File: src/logic/clock_supervision_consts.vh
// Constants for the clock supervision, watchdog, tick and wait-mode block
// Behaviour
// Monitor enabled: missing oscillator edges flag failure; self-clock mode or system reset.
// Quality check starts on power-on, low-voltage, full stop exit, monitor failure.
// Each check window lasts 50000 VCO clock cycles.
// 4096 oscillator rising edges inside a window mean good; window ends at once.
// Running check keeps PLL and voltage regulator enabled, even in pseudo-stop or wait.
// Quality check keeps running alongside self-clock or monitor reset handling.
// Monitor reset always leaves self-clock enable set to one.
// Watchdog off after reset; expiry of selected period requests system reset.
// Software writes key 0x0055 then 0x00aa within period to restart it.
// Restart register write of any other value resets immediately.
// Windowed mode: restart writes only in last quarter of period, else reset.
// Watchdog and tick keep counting in pseudo-stop when their run bits set.
// Tick period end sets tick flag, restarts period, interrupts if enabled.
// Any write to tick rate control restarts the tick period.
// Three-bit watchdog rate gives seven periods; zero stops it; zero tick rate stops tick.
// Self-clock mode needs both enables; runs from VCO; clears PLL select.
// Oscillator found good again: back to oscillator clock, self-clock mode left.
// Wait bits independently stop PLL, core, system, tick, watchdog, reduce oscillator; here the system wait bit also stops the core clock.
// Wait entry: clear PLL select, stop PLL, core, then system clocks; then active.
// Wait left on external, monitor, watchdog reset, self-clock or tick interrupt.
// Wait-mode failure: reset if self-clock off, else flag, enter mode, wake if enabled.
// Other interrupt wakes at once; PLL select stays cleared if PLL was stopped.
// Watchdog stopped: restart writes ignored; restart register always reads zero.
// Repeated first or second keys tolerated; only first-then-second restarts.
`ifndef CLOCK_SUPERVISION_CONSTS_VH
`define CLOCK_SUPERVISION_CONSTS_VH

// Register byte offsets
`define OFS_CONTROL 5'h00
`define OFS_STATUS 5'h04
`define OFS_WDOG_CTRL 5'h08
`define OFS_WDOG_RESTART 5'h0c
`define OFS_TICK_RATE 5'h10

// Control register bits
`define CB_MON_EN 0
`define CB_SC_EN 1
`define CB_SC_IRQ_EN 2
`define CB_PLL_SEL 3
`define CB_TICK_IRQ_EN 4
`define CB_PLL_WAIT 5
`define CB_CORE_WAIT 6
`define CB_SYS_WAIT 7
`define CB_TICK_WAIT 8
`define CB_WDOG_WAIT 9
`define CB_OSC_RED_WAIT 10
`define CB_WDOG_PSTOP 11
`define CB_TICK_PSTOP 12
`define CTRL_W 13
`define CTRL_RESET 13'h0000

// Status register bits
`define SB_SC_FLAG 0
`define SB_TICK_FLAG 1
`define SB_SC_MODE 2
`define SB_CHECKING 3
`define SB_WAIT 4
`define SB_MON_FAIL 5

// Watchdog control fields
`define WD_RATE_MSB 2
`define WD_WINDOW_BIT 7

// Tick rate field
`define TICK_RATE_MSB 2

// Restart keys
`define WD_KEY_FIRST 16'h0055
`define WD_KEY_SECOND 16'h00aa

// Quality checker
`define CHECK_WINDOW_VCO 16'd50000
`define OSC_OK_EDGES 13'd4096

// Clock monitor detection time
`define CLK_PERIOD_NS 100
`define MON_DETECT_NS 100000
`define MON_DETECT_CYC (`MON_DETECT_NS / `CLK_PERIOD_NS)

// Wait sequencer states
`define WS_RUN 3'd0
`define WS_SEL 3'd1
`define WS_PLL 3'd2
`define WS_CORE 3'd3
`define WS_SYS 3'd4
`define WS_WAIT 3'd5

`endif

File: src/logic/clock_supervision.v
// Clock monitor, quality checker, self-clock mode, watchdog, tick and wait sequencer
//
// Chosen here: the register addresses and register access over Avalon-MM.
`timescale 1ns/1ps
`default_nettype none
`include "clock_supervision_consts.vh"

module clock_supervision #(
  parameter WD_BASE = 10,
  parameter TICK_BASE = 8,
  parameter MON_CYC = `MON_DETECT_CYC
) (
  // Clock and reset
  input wire clk_sys,
  input wire rst_n,
  // Avalon-MM slave
  input wire [4:0] address,
  input wire read,
  input wire write,
  input wire [31:0] writedata,
  output reg [31:0] readdata,
  output reg waitrequest,
  // Clock sources, sampled as levels
  input wire oscillator_clock,
  input wire vco_clock,
  // System events
  input wire por_event,
  input wire lvr_event,
  input wire full_stop,
  input wire pseudo_stop,
  input wire wait_instruction,
  input wire ext_wake,
  // Clock and power control
  output reg pll_enable,
  output reg voltage_regulator_enable,
  output reg pll_select,
  output reg self_clock_mode,
  output reg core_clk_en,
  output reg sys_clk_en,
  output reg osc_reduce,
  output reg wait_active,
  // Interrupts, wake-up and resets
  output reg tick_irq,
  output reg self_clock_irq,
  output reg wake,
  output reg monitor_fail_reset,
  output reg watchdog_reset
);

  localparam [31:0] MON_LIMIT = MON_CYC;

  reg [`CTRL_W-1:0] ctrl_reg;
  reg [7:0] wdog_ctrl_reg;
  reg [2:0] tick_rate_reg;
  reg self_clock_flag_reg, tick_flag_reg, scm_reg, mon_fail_reg;
  reg osc_prev_reg, vco_prev_reg;
  reg [31:0] mon_cnt_reg;
  reg checking_reg;
  reg [15:0] win_cnt_reg;
  reg [12:0] osc_cnt_reg;
  reg [31:0] wd_cnt_reg;
  reg wd_armed_reg;
  reg [31:0] tick_cnt_reg;
  reg [2:0] wstate_reg;
  reg full_stop_prev_reg;

  wire osc_rise = oscillator_clock & ~osc_prev_reg;
  wire vco_rise = vco_clock & ~vco_prev_reg;
  wire in_wait = (wstate_reg != `WS_RUN);
  wire [2:0] wd_rate = wdog_ctrl_reg[`WD_RATE_MSB:0];
  wire wd_window = wdog_ctrl_reg[`WD_WINDOW_BIT];
  wire [31:0] wd_period = 32'h1 << (WD_BASE + 2 * wd_rate);
  wire [31:0] tick_period = 32'h1 << (TICK_BASE + tick_rate_reg);

  // Bus access decode, taken at the edge that sees waitrequest low
  wire bus_wr = write & ~waitrequest;
  wire wr_ctrl = bus_wr & (address == `OFS_CONTROL);
  wire wr_stat = bus_wr & (address == `OFS_STATUS);
  wire wr_wdc = bus_wr & (address == `OFS_WDOG_CTRL);
  wire wr_rst = bus_wr & (address == `OFS_WDOG_RESTART);
  wire wr_tick = bus_wr & (address == `OFS_TICK_RATE);

  // Clock monitor
  // missing edge detect
  wire mon_timeout = ctrl_reg[`CB_MON_EN] & (mon_cnt_reg >= MON_LIMIT);
  wire mon_event = mon_timeout & ~mon_fail_reg;
  wire sc_allowed = ctrl_reg[`CB_MON_EN] & ctrl_reg[`CB_SC_EN];
  // both enables required
  wire scm_enter = mon_event & sc_allowed;
  // reset when self-clock off
  wire mon_reset = mon_event & ~ctrl_reg[`CB_SC_EN];

  // Quality checker
  wire full_stop_exit = full_stop_prev_reg & ~full_stop;
  // check trigger sources
  wire check_start = por_event | lvr_event | full_stop_exit | mon_event;
  // ok ends window at once
  wire osc_ok = checking_reg & osc_rise & (osc_cnt_reg == `OSC_OK_EDGES - 13'd1);

  // Watchdog
  wire wd_run = (wd_rate != 3'd0) &
                ~(in_wait & ctrl_reg[`CB_WDOG_WAIT]) &
                ~(pseudo_stop & ~ctrl_reg[`CB_WDOG_PSTOP]) & ~full_stop;
  // expiry request
  wire wd_expire = wd_run & osc_rise & (wd_cnt_reg >= wd_period - 32'h1);
  wire wd_early = wd_window & (wd_cnt_reg < wd_period - (wd_period >> 2));
  wire key_first = (writedata[15:0] == `WD_KEY_FIRST);
  wire key_second = (writedata[15:0] == `WD_KEY_SECOND);
  // ignored while stopped
  wire wd_wr_live = wr_rst & (wd_rate != 3'd0);
  // bad key, early write
  wire wd_bad = wd_wr_live & (~(key_first | key_second) | wd_early);
  // key pair restarts period
  wire wd_restart = wd_wr_live & ~wd_bad & key_second & wd_armed_reg;
  wire wd_reset_now = wd_bad | wd_expire;

  // Tick
  // pseudo-stop run, zero stops
  wire tick_run = (tick_rate_reg != 3'd0) &
                  ~(in_wait & ctrl_reg[`CB_TICK_WAIT]) &
                  ~(pseudo_stop & ~ctrl_reg[`CB_TICK_PSTOP]) & ~full_stop;
  wire tick_end = tick_run & osc_rise & (tick_cnt_reg >= tick_period - 32'h1);

  // Wake sources
  wire sc_irq_now = scm_enter & ctrl_reg[`CB_SC_IRQ_EN];
  wire tick_irq_now = tick_end & ctrl_reg[`CB_TICK_IRQ_EN];
  wire any_reset = mon_reset | wd_reset_now;
  // wait exit sources
  wire wake_now = sc_irq_now | tick_irq_now | ext_wake | any_reset;

  always @(posedge clk_sys) begin
    if (!rst_n) begin
      readdata <= 32'h0;
      waitrequest <= 1'b1;
      osc_prev_reg <= 1'b0;
      vco_prev_reg <= 1'b0;
      full_stop_prev_reg <= 1'b0;
      mon_cnt_reg <= 32'h0;
      mon_fail_reg <= 1'b0;
    end else begin
      // One wait state per access
      if ((read | write) & waitrequest) begin
        waitrequest <= 1'b0;
      end else begin
        waitrequest <= 1'b1;
      end
      readdata <= 32'h0;
      if (read & waitrequest) begin
        case (address)
          `OFS_CONTROL: readdata <= {{(32-`CTRL_W){1'b0}}, ctrl_reg};
          `OFS_STATUS: readdata <= {26'h0, mon_fail_reg, wstate_reg == `WS_WAIT,
                                    checking_reg, scm_reg, tick_flag_reg,
                                    self_clock_flag_reg};
          `OFS_WDOG_CTRL: readdata <= {24'h0, wdog_ctrl_reg};
          `OFS_TICK_RATE: readdata <= {29'h0, tick_rate_reg};
          // restart register reads zero
          default: readdata <= 32'h0;
        endcase
      end
      osc_prev_reg <= oscillator_clock;
      vco_prev_reg <= vco_clock;
      full_stop_prev_reg <= full_stop;
      // Failure stays latched until edges return, so one event per loss
      if (osc_rise) begin
        mon_cnt_reg <= 32'h0;
        mon_fail_reg <= 1'b0;
      end else begin
        if (mon_cnt_reg < MON_LIMIT) begin
          mon_cnt_reg <= mon_cnt_reg + 32'h1;
        end
        if (mon_timeout) begin
          mon_fail_reg <= 1'b1;
        end
      end
    end
  end

  // Quality checker runs independently of reset handling
  always @(posedge clk_sys) begin
    if (!rst_n) begin
      // Power-up always begins with a check
      checking_reg <= 1'b1;
      win_cnt_reg <= 16'h0;
      osc_cnt_reg <= 13'h0;
    end else begin
      // check continues in parallel
      if (check_start) begin
        checking_reg <= 1'b1;
        win_cnt_reg <= 16'h0;
        osc_cnt_reg <= 13'h0;
      end else if (full_stop) begin
        // Full stop abandons the check; exit starts a fresh window
        checking_reg <= 1'b0;
      end else if (checking_reg) begin
        if (osc_ok) begin
          checking_reg <= 1'b0;
        // window length in VCO cycles
        end else if (vco_rise & (win_cnt_reg == `CHECK_WINDOW_VCO - 16'd1)) begin
          win_cnt_reg <= 16'h0;
          osc_cnt_reg <= 13'h0;
        end else begin
          if (vco_rise) begin
            win_cnt_reg <= win_cnt_reg + 16'd1;
          end
          if (osc_rise) begin
            osc_cnt_reg <= osc_cnt_reg + 13'd1;
          end
        end
      end
    end
  end

  // Registers, flags, watchdog, tick and wait sequencer
  always @(posedge clk_sys) begin
    if (!rst_n) begin
      ctrl_reg <= `CTRL_RESET;
      // watchdog off out of reset
      wdog_ctrl_reg <= 8'h00;
      tick_rate_reg <= 3'd0;
      self_clock_flag_reg <= 1'b0;
      tick_flag_reg <= 1'b0;
      scm_reg <= 1'b0;
      wd_cnt_reg <= 32'h0;
      wd_armed_reg <= 1'b0;
      tick_cnt_reg <= 32'h0;
      wstate_reg <= `WS_RUN;
    end else if (any_reset) begin
      // Internal reset restores defaults like an external one, except scm_reg and self-clock enable
      ctrl_reg <= `CTRL_RESET;
      // monitor reset sets self-clock enable
      ctrl_reg[`CB_SC_EN] <= 1'b1;
      wdog_ctrl_reg <= 8'h00;
      tick_rate_reg <= 3'd0;
      self_clock_flag_reg <= 1'b0;
      tick_flag_reg <= 1'b0;
      wd_cnt_reg <= 32'h0;
      wd_armed_reg <= 1'b0;
      tick_cnt_reg <= 32'h0;
      wstate_reg <= `WS_RUN;
      if (wd_reset_now & ~mon_reset) begin
        ctrl_reg[`CB_SC_EN] <= 1'b0;
      end
    end else begin
      if (wr_ctrl) begin
        ctrl_reg <= writedata[`CTRL_W-1:0];
      end
      if (wr_wdc) begin
        wdog_ctrl_reg <= {writedata[`WD_WINDOW_BIT], 4'h0, writedata[`WD_RATE_MSB:0]};
      end
      // Set wins over write-one-to-clear
      self_clock_flag_reg <= scm_enter |
                             (self_clock_flag_reg & ~(wr_stat & writedata[`SB_SC_FLAG]));
      // flag set at period end
      tick_flag_reg <= tick_end | (tick_flag_reg & ~(wr_stat & writedata[`SB_TICK_FLAG]));

      // enter self-clock mode, drop PLL
      if (scm_enter) begin
        scm_reg <= 1'b1;
        ctrl_reg[`CB_PLL_SEL] <= 1'b0;
      // return to oscillator
      end else if (osc_ok) begin
        scm_reg <= 1'b0;
      end

      // Watchdog counter on oscillator edges
      if (wd_restart | wr_wdc) begin
        wd_cnt_reg <= 32'h0;
      end else if (wd_run & osc_rise) begin
        wd_cnt_reg <= wd_cnt_reg + 32'h1;
      end
      // repeated first keys only re-arm; unarmed second keys ignored
      if (wd_restart | (wd_rate == 3'd0)) begin
        wd_armed_reg <= 1'b0;
      end else if (wd_wr_live & key_first) begin
        wd_armed_reg <= 1'b1;
      end

      // rate write restarts period
      if (wr_tick) begin
        tick_rate_reg <= writedata[`TICK_RATE_MSB:0];
        tick_cnt_reg <= 32'h0;
      end else if (tick_end) begin
        tick_cnt_reg <= 32'h0;
      end else if (tick_run & osc_rise) begin
        tick_cnt_reg <= tick_cnt_reg + 32'h1;
      end

      // ordered wait entry
      case (wstate_reg)
        `WS_RUN: begin
          if (wait_instruction) begin
            wstate_reg <= `WS_SEL;
          end
        end
        `WS_SEL: begin
          if (ctrl_reg[`CB_PLL_WAIT]) begin
            ctrl_reg[`CB_PLL_SEL] <= 1'b0;
          end
          wstate_reg <= wake_now ? `WS_RUN : `WS_PLL;
        end
        `WS_PLL: wstate_reg <= wake_now ? `WS_RUN : `WS_CORE;
        `WS_CORE: wstate_reg <= wake_now ? `WS_RUN : `WS_SYS;
        `WS_SYS: wstate_reg <= wake_now ? `WS_RUN : `WS_WAIT;
        `WS_WAIT: begin
          // wake only if self-clock irq enabled; immediate resume
          if (wake_now) begin
            wstate_reg <= `WS_RUN;
          end
        end
        default: wstate_reg <= `WS_RUN;
      endcase
    end
  end

  // Registered outputs
  always @(posedge clk_sys) begin
    if (!rst_n) begin
      pll_enable <= 1'b1;
      voltage_regulator_enable <= 1'b1;
      pll_select <= 1'b0;
      self_clock_mode <= 1'b0;
      core_clk_en <= 1'b1;
      sys_clk_en <= 1'b1;
      osc_reduce <= 1'b0;
      wait_active <= 1'b0;
      tick_irq <= 1'b0;
      self_clock_irq <= 1'b0;
      wake <= 1'b0;
      monitor_fail_reset <= 1'b0;
      watchdog_reset <= 1'b0;
    end else begin
      // check keeps PLL and regulator up; wait stops
      pll_enable <= checking_reg | scm_reg |
                    ~(ctrl_reg[`CB_PLL_WAIT] & (wstate_reg >= `WS_PLL));
      voltage_regulator_enable <= checking_reg | scm_reg | ~pseudo_stop;
      pll_select <= ctrl_reg[`CB_PLL_SEL];
      self_clock_mode <= scm_reg;
      core_clk_en <= ~((ctrl_reg[`CB_CORE_WAIT] | ctrl_reg[`CB_SYS_WAIT]) &
                       (wstate_reg >= `WS_CORE));
      sys_clk_en <= ~(ctrl_reg[`CB_SYS_WAIT] & (wstate_reg >= `WS_SYS));
      osc_reduce <= ctrl_reg[`CB_OSC_RED_WAIT] & (wstate_reg == `WS_WAIT);
      wait_active <= (wstate_reg == `WS_WAIT);
      tick_irq <= tick_flag_reg & ctrl_reg[`CB_TICK_IRQ_EN];
      self_clock_irq <= self_clock_flag_reg & ctrl_reg[`CB_SC_IRQ_EN];
      wake <= in_wait & wake_now;
      monitor_fail_reset <= mon_reset;
      watchdog_reset <= wd_reset_now;
    end
  end

endmodule
`default_nettype wire

File: config.mk
export PLATFORM = sky130hd
export DESIGN_NAME = clock_supervision
export DESIGN_NICKNAME = d
export VERILOG_FILES = /design/src/logic/clock_supervision.v
export VERILOG_INCLUDE_DIRS = /design/src /design/src/logic
export SDC_FILE = /design/constraint.sdc
export NUM_CORES = 1
export LEC_CHECK = 0
export BUFFER_PORTS_ARGS = -buffer_cell sky130_fd_sc_hd__buf_2
export CORE_AREA = 3 3 158 114
export CTS_CLUSTER_SIZE = 10
export DETAILED_ROUTE_END_ITERATION = 10
export DIE_AREA = 0 0 161 117
export PLACE_DENSITY = 0.95
export REMOVE_ABC_BUFFERS = 1
export SETUP_SLACK_MARGIN = 0.4
export SLEW_MARGIN = 10
export SYNTH_ARGS = -nofsm -noshare
export SYNTH_HDL_FRONTEND = slang
export SYNTH_SLANG_ARGS = --single-unit
File: constraint.sdc
create_clock -name clk_sys -period 6.7 [get_ports clk_sys]
set_clock_uncertainty 0.05 [all_clocks]
set_input_delay 0.67 -clock clk_sys [delete_from_list [all_inputs] [get_ports clk_sys]]
set_output_delay 0.67 -clock clk_sys [all_outputs]
set_load 0.05 [all_outputs]
Word-level counts from Yosys, hierarchy flattened
Index checks and enable logic that the tools add are counted.
- bits in read-only memories: 0
- memory bits (writable): 0
- output and inout bits: 46
- memories kept: 0
- word-level logic and storage cells: 212
- bits in registers: 203
- input bits: 49
- latch bits: 0
- $mul: 0
- add/sub/neg operators: 10
- bitwise gates (word level): 97
- reductions and logical operators: 21
- shift-type cells: 2
- eq/ne operators: 15
- multiplexer cells: 24
- div/mod/pow operators: 0
- $lt $le $gt $ge: 8
- operators with widths (operator ; number):
    adder 32 x 1 -> 32 bit, second input constant ; 3
    >= comparator 32 bit ; 2
    left shift 1 x 5 -> 32 bit, first input constant ; 2
    subtractor 32 x 1 -> 32 bit, second input constant ; 2
    AND 1 bit ; 54
    case mux 13 bit (4 select lines) ; 1
    >= comparator 32 x 10 -> 1 bit, second input constant ; 1
    less-than comparator 32 x 10 -> 1 bit, second input constant ; 1
    less-than comparator 32 bit ; 1
    two-way mux 16 bit ; 2
    subtractor 32 x 30 -> 32 bit ; 1
    two-way mux 13 bit ; 2
    inverter 1 bit ; 24
    bitwise OR 1 bit ; 19
    case mux 3 bit (6 select lines) ; 1
    adder 16 x 1 -> 16 bit, second input constant ; 1
    equality test 16 bit, second input constant ; 1
    equality test 16 x 7 -> 1 bit, second input constant ; 1
    equality test 16 x 8 -> 1 bit, second input constant ; 1
    adder 13 x 1 -> 13 bit, second input constant ; 1
    equality test 13 x 12 -> 1 bit, second input constant ; 1
    two-way mux 3 bit ; 4
    equality test 5 x 4 -> 1 bit, second input constant ; 2
    two-way mux 1 bit ; 10
    21 further kinds ; 39

Logic depth before layout (Yosys ltp)
- word-level depth: 14
- mapped depth: 23
- mapped depth without buffers: 21

Worst setup path before layout
No wires, ideal clock.
- path kind: register -> register
- start point: reg wdog_ctrl_reg[0]
- end point: reg wd_cnt_reg[21]
- arrival time: 4389 ps
- setup time: 117 ps
- clock period less this slack: 4556 ps
- stages on the path, launching flop included: 22
- data required time: 6533 ps
- buffers on the path: 3
- slack: 2144 ps
- path through: dfxtp_1 > buf_2 > or3_1 > buf_2 > ha_1 > nand2b_1 > a21oi_1 > nor3_1 > a211oi_1 > a21oi_1 > a21oi_1 > a21oi_1 > o31a_1 > ha_1 > nand4_1 > nor4_1 > and2_1 > a31oi_1 > or4_1 > nand3_1 > buf_2 > nor2_1
- longest elaborated chain between the ends: 13
- elaborated cells between the ends (all ways): 24
- those cells by class: add/sub: 3; order compare: 2; shift: 1; bitwise: 16; reduce/logical: 2
- ends and longest elaborated chain (item ; RTL line ; text):
    start: declaration ; clock_supervision.v:53 ; reg [7:0] wdog_ctrl_reg;
    start signal: assignment ; clock_supervision.v:248 ; wdog_ctrl_reg <= {writedata[`WD_WINDOW_BIT], 4'h0, writedata[`WD_RATE_MSB:0]};
    adder 4 x 4 -> 5 bit ; clock_supervision.v:72 ; wire [31:0] wd_period = 32'h1 << (WD_BASE + 2 * wd_rate);
    left shift 1 x 5 -> 32 bit ; clock_supervision.v:72 ;
    subtractor 32 x 30 -> 32 bit ; clock_supervision.v:106 ; wire wd_early = wd_window & (wd_cnt_reg < wd_period - (wd_period >> 2));
    less-than comparator 32 bit ; clock_supervision.v:106 ;
    AND 1 bit ; clock_supervision.v:106 ;
    bitwise OR 1 bit ; clock_supervision.v:112 ; wire wd_bad = wd_wr_live & (~(key_first | key_second) | wd_early);
    AND 1 bit ; clock_supervision.v:112 ;
    inverter 1 bit ; clock_supervision.v:114 ; wire wd_restart = wd_wr_live & ~wd_bad & key_second & wd_armed_reg;
    AND 1 bit (3 in series) ; clock_supervision.v:114 ;
    bitwise OR 1 bit ; clock_supervision.v:266 ; if (wd_restart | wr_wdc) begin
    OR reduction 3 bit (no line) ; - ;
    end signal: assignment ; clock_supervision.v:269 ; wd_cnt_reg <= wd_cnt_reg + 32'h1;
    end: declaration ; clock_supervision.v:61 ; reg [31:0] wd_cnt_reg;
Several ways; a longest one is shown, not always the timed one.
A chain may end at the register's enable or synchronous reset.

Worst setup path after layout
- start point: reg wdog_ctrl_reg[1]
- end point: reg wd_cnt_reg[0]
Same word-level chain as after synthesis.

==> tab_implementation.tex <==
\begin{tabular}{lr}
\hline
Metric & Value \\
\hline
\multicolumn{2}{l}{\textbf{Clock tree}} \\
\quad Skew-Pair Late Insertion Delay & 0.45 ns \\
\quad Sinks on Clock Net & 184 \\
\quad CTS root buf & sky130\_fd\_sc\_hd\_\_clkbuf\_16 \\
\quad Clock slew at the register clock pins of the worst setup and hold paths & 0.08 ns \\
\quad Count of buffers added by post-CTS timing repair for setup & 0 \\
\quad CTS tree & yes \\
\quad Maximum clock path buffer count & 2 \\
\quad \# hold bufs at CTS & 0 \\
\quad CTS H-tree depth & 4 \\
\quad TritonCTS Buffers & 17 \\
\multicolumn{2}{l}{\textbf{Detailed routing}} \\
\quad Number of DRC markers in iteration 0 & 1073 \\
\quad First-pass iteration count of the detailed router & 6 \\
\quad Routed length per placed instance & 16.7 um \\
\quad Routed wire length & 26500 um \\
\quad Residual antenna-violating net count after detailed routing & 0 \\
\quad Total number of vias & 9429 \\
\quad Residual DRC & 0 \\
\quad DR vias/cell & 5.96 \\
\multicolumn{2}{l}{\textbf{Global route}} \\
\quad Grt total ovfl & 0 \\
\quad Pin count of the biggest net entering global routing & 44 \\
\quad Vias in the first global route & 9109 \\
\quad Global-route wire length before repair & 44100 um \\
\quad Initial antenna violation count & 0 \\
\quad Total Routing Usage GR & 28.6\% \\
\multicolumn{2}{l}{\textbf{Synth}} \\
\quad Syn. warnings & 0 \\
\quad Average size of a mapped cell & 8.56 um2 \\
\quad Portion of the post-synthesis area used by sequential elements & 34.2\% \\
\quad Number of synthesized flops with an enable pin & 0 \\
\quad Main flop type after synthesis & sky130\_fd\_sc\_hd\_\_dfxtp\_1 \\
\quad Share of flip-flops with an asynchronous set or reset & 0\% \\
\quad Cell count after synthesis & 1260 \\
\quad Number of register bits inferred by synthesis & 184 \\
\quad Cell Area, Synth & 10800 um2 \\
\quad Number of distinct library cell variants in the gate-level netlist after synthesis & 67 \\
\multicolumn{2}{l}{\textbf{Floorplan}} \\
\quad Die height & 117 um \\
\quad Placeable core region & 16400 um2 \\
\quad IO Pins & 95 \\
\quad Die footprint & 18800 um2 \\
\quad Die X-Extent & 161 um \\
\quad Starting density of the core & 65.8\% \\
\quad \# rows & 39 \\
\multicolumn{2}{l}{\textbf{Final layout}} \\
\quad Commonest cells after routing, fill and taps aside & sky130\_fd\_sc\_hd\_\_dfxtp\_1, sky130\_fd\_sc\_hd\_\_nor2\_1, sky130\_fd\_sc\_hd\_\_ha\_1 \\
\quad Layout overhead on the synthesized area & 10.3\% \\
\quad Final-layout fill cell count & 1135 \\
\quad Number of antenna cells inserted & 0 \\
\quad Cell Count, Final, Fillers Out & 1582 \\
\quad Number of nets in the layout & 1520 \\
\quad Share of layout cells above drive strength 1 & 8.25\% \\
\quad Most common library cell in the layout ignoring fill and taps & sky130\_fd\_sc\_hd\_\_dfxtp\_1 \\
\quad Final cell utilization of the core & 72.6\% \\
\multicolumn{2}{l}{\textbf{Place}} \\
\quad Placed wire-length estimate after detailed placement & 18800 um \\
\quad Number of I/O port buffers & 59 \\
\quad \# placed instances & 1551 \\
\quad Placer's final routability congestion estimate & 0.921 \\
\multicolumn{2}{l}{\textbf{Critical path}} \\
\quad Setup crit start kind & flip-flop \\
\quad Endpoint type of the worst setup path & flip-flop \\
\quad Signal arrival time at the worst endpoint & 6.23 ns \\
\quad Most Frequent Cell on Critical Path & sky130\_fd\_sc\_hd\_\_a21oi\_1 \\
\quad Sequence of cells on the critical path & nor2b\_1 > nor2b\_1 > inv\_1 > ha\_1 > inv\_1 > a21oi\_1 > nor3\_1 > a211oi\_1 > a21oi\_1 > a21oi\_1 > a21oi\_1 > o31a\_1 > ha\_1 > nand4\_1 > nor4\_1 > a22oi\_1 > nand2\_1 > a31oi\_1 > or4\_1 > nand3\_1 > buf\_4 > nor2\_1 \\
\quad Total buffers and inverters traversed by the critical path & 3 \\
\quad Required arrival time at the worst endpoint & 6.97 ns \\
\quad Setup Crit Path Kind & flip-flop to flip-flop \\
\quad Delay of the slowest critical-path stage & 0.53 ns \\
\quad Largest delay share family, worst path & simple AND/OR/NAND/NOR gates \\
\quad Critical Path Slowest Stage Cell & sky130\_fd\_sc\_hd\_\_or4\_1 \\
\quad Maximum fanout along the worst path & 32 \\
\multicolumn{2}{l}{\textbf{Hold path}} \\
\quad Type of the most critical hold path & input port to flip-flop \\
\multicolumn{2}{l}{\textbf{Timing}} \\
\quad Accumulated negative setup slack & 0 ns \\
\quad Maximum achievable frequency & 168 MHz \\
\quad RSZ-0062 raised after global routing & false \\
\quad Post-route clock period utilization & 89.0\% \\
\quad Time the final worst path needs with I/O delays and setup & 5.96 ns \\
\quad Final count of hold timing violations & 0 \\
\quad Actual slew at the worst max-slew pin & 1.08 ns \\
\quad Setup violations, final & 0 \\
\quad Final Slew Violations & 0 \\
\quad Minimum hold slack & 0.376 ns \\
\quad Worst slew margin relative to its limit & 27.6\% \\
\multicolumn{2}{l}{\textbf{Power}} \\
\quad Sequential share of power & 48.3\% \\
\quad Int Pwr & 0.00169 W \\
\quad Worst VDD drop & 0.000156 V \\
\quad Leak & 5.07 nW \\
\quad Switching portion of total power & 26.0\% \\
\quad Power, Total & 0.00228 W \\
\quad Share of power burned in combinational logic & 7.2\% \\
\quad Clock power frac & 44.4\% \\
\quad Cell area power density & 192 nW/um2 \\
\quad Sw Pwr & 0.000593 W \\
\multicolumn{2}{l}{\textbf{Run}} \\
\quad Max-cap viol count & 0 \\
\multicolumn{2}{l}{\textbf{Status}} \\
\quad Result of the run & completed \\
\hline
\end{tabular}
[per-layer routing]
layer  global-route usage, %  share of wire, %  up-vias
li1                        -                 -     4475
met1                    36.6                43     4451
met2                    48.8                46      429
met3                    6.09               8.0       74
met4                    9.86               2.7        0
met5                       0                 0        -
[cells in the mapped netlist (all sizes together), types with 6 or more instances]
master    n  area share (%)
and3     44             2.6
nor3     28             1.5
mux2i    13             1.2
nor3b     9            0.67
nand2b   15            0.94
or3      10            0.58
o21a      7            0.49
and4     11            0.89
nor4b     6            0.63
ha      125              15
and2     20             1.2
clkbuf   18            0.63
nor2    171             6.0
nor2b    15            0.87
a21oi    60             2.8
a211oi    7            0.49
nand2   114             4.0
nor4     15             1.0
xor2     64             5.2
dfxtp   184              34
buf      38             2.3
nand4    27             1.6
o211ai   12            0.84
inv      46             1.6
a221oi    6            0.49
a22oi     7            0.49
nand3    54             2.5
o21ai    28             1.3
xnor2    51             4.1
[timing repair]
action | 4_1_cts | 5_1_grt
endpoints found under the hold margin | 0 | 0
endpoints found under the setup margin | 0 | 21
resized for setup | 0 | 2
[worst paths after layout]
kind	slack (ns)	to	startpoint	cells past startpoint
min reg2reg	0.40	waitrequest	waitrequest	1
max reg2reg	0.74	wd_cnt_reg[0]	wdog_ctrl_reg[1]	22
max	0.74	wd_cnt_reg[0]	wdog_ctrl_reg[1]	22
min	0.38	voltage_regulator_enable	pseudo_stop	2
[cells by family (layout without fill, tap and decap cells)]
kind of cell / after synthesis / count (layout) / synth area share (%)
AOI/OAI and AO/OA: 161 / 161 / 9.69
xor gates and xnor gates: 115 / 115 / 9.34
adders and majority gates: 127 / 127 / 14.8
buffers and inverters: 102 / 139 / 4.55
DFF: 184 / 184 / 34.2
muxes: 13 / 13 / 1.21
other: 2 / 62 / 0.0696
and+or+nand+nor: 556 / 556 / 26.2
[power groups by stage]
stage	sequential (W)	clock [W]	combinational (W)
finish	0.00110	0.00101	0.000165
floorplan	0.00113	0	0.000109
detailed placement	0.00113	0	0.000152
global route	0.00110	0.00106	0.000181
CTS	0.00110	0.00101	0.000155
global placement	0.00113	0	0.000147
[cell type report]
| class | count | area, um2 | area share [%] |
|---|---|---|---|
| well taps | 225 | 282 | 2.37 |
| multi-input cells | 1034 | 6850 | 57.6 |
| inverters | 46 | 173 | 1.45 |
| clock inverters | 13 | 153 | 1.28 |
| flip-flops and latches | 184 | 3680 | 31.0 |
| clock buffers | 18 | 439 | 3.69 |
| repair buffers | 62 | 318 | 2.67 |
[stage by stage]
stage	setup WS [ns]	instance area, um2
global route	0.452	11900
CTS	0.696	11900
global placement	1.13	11300
detailed placement	0.926	11300
floorplan	1.82	10700
finish	0.740	11900
Power figures use the tool's default switching activity.
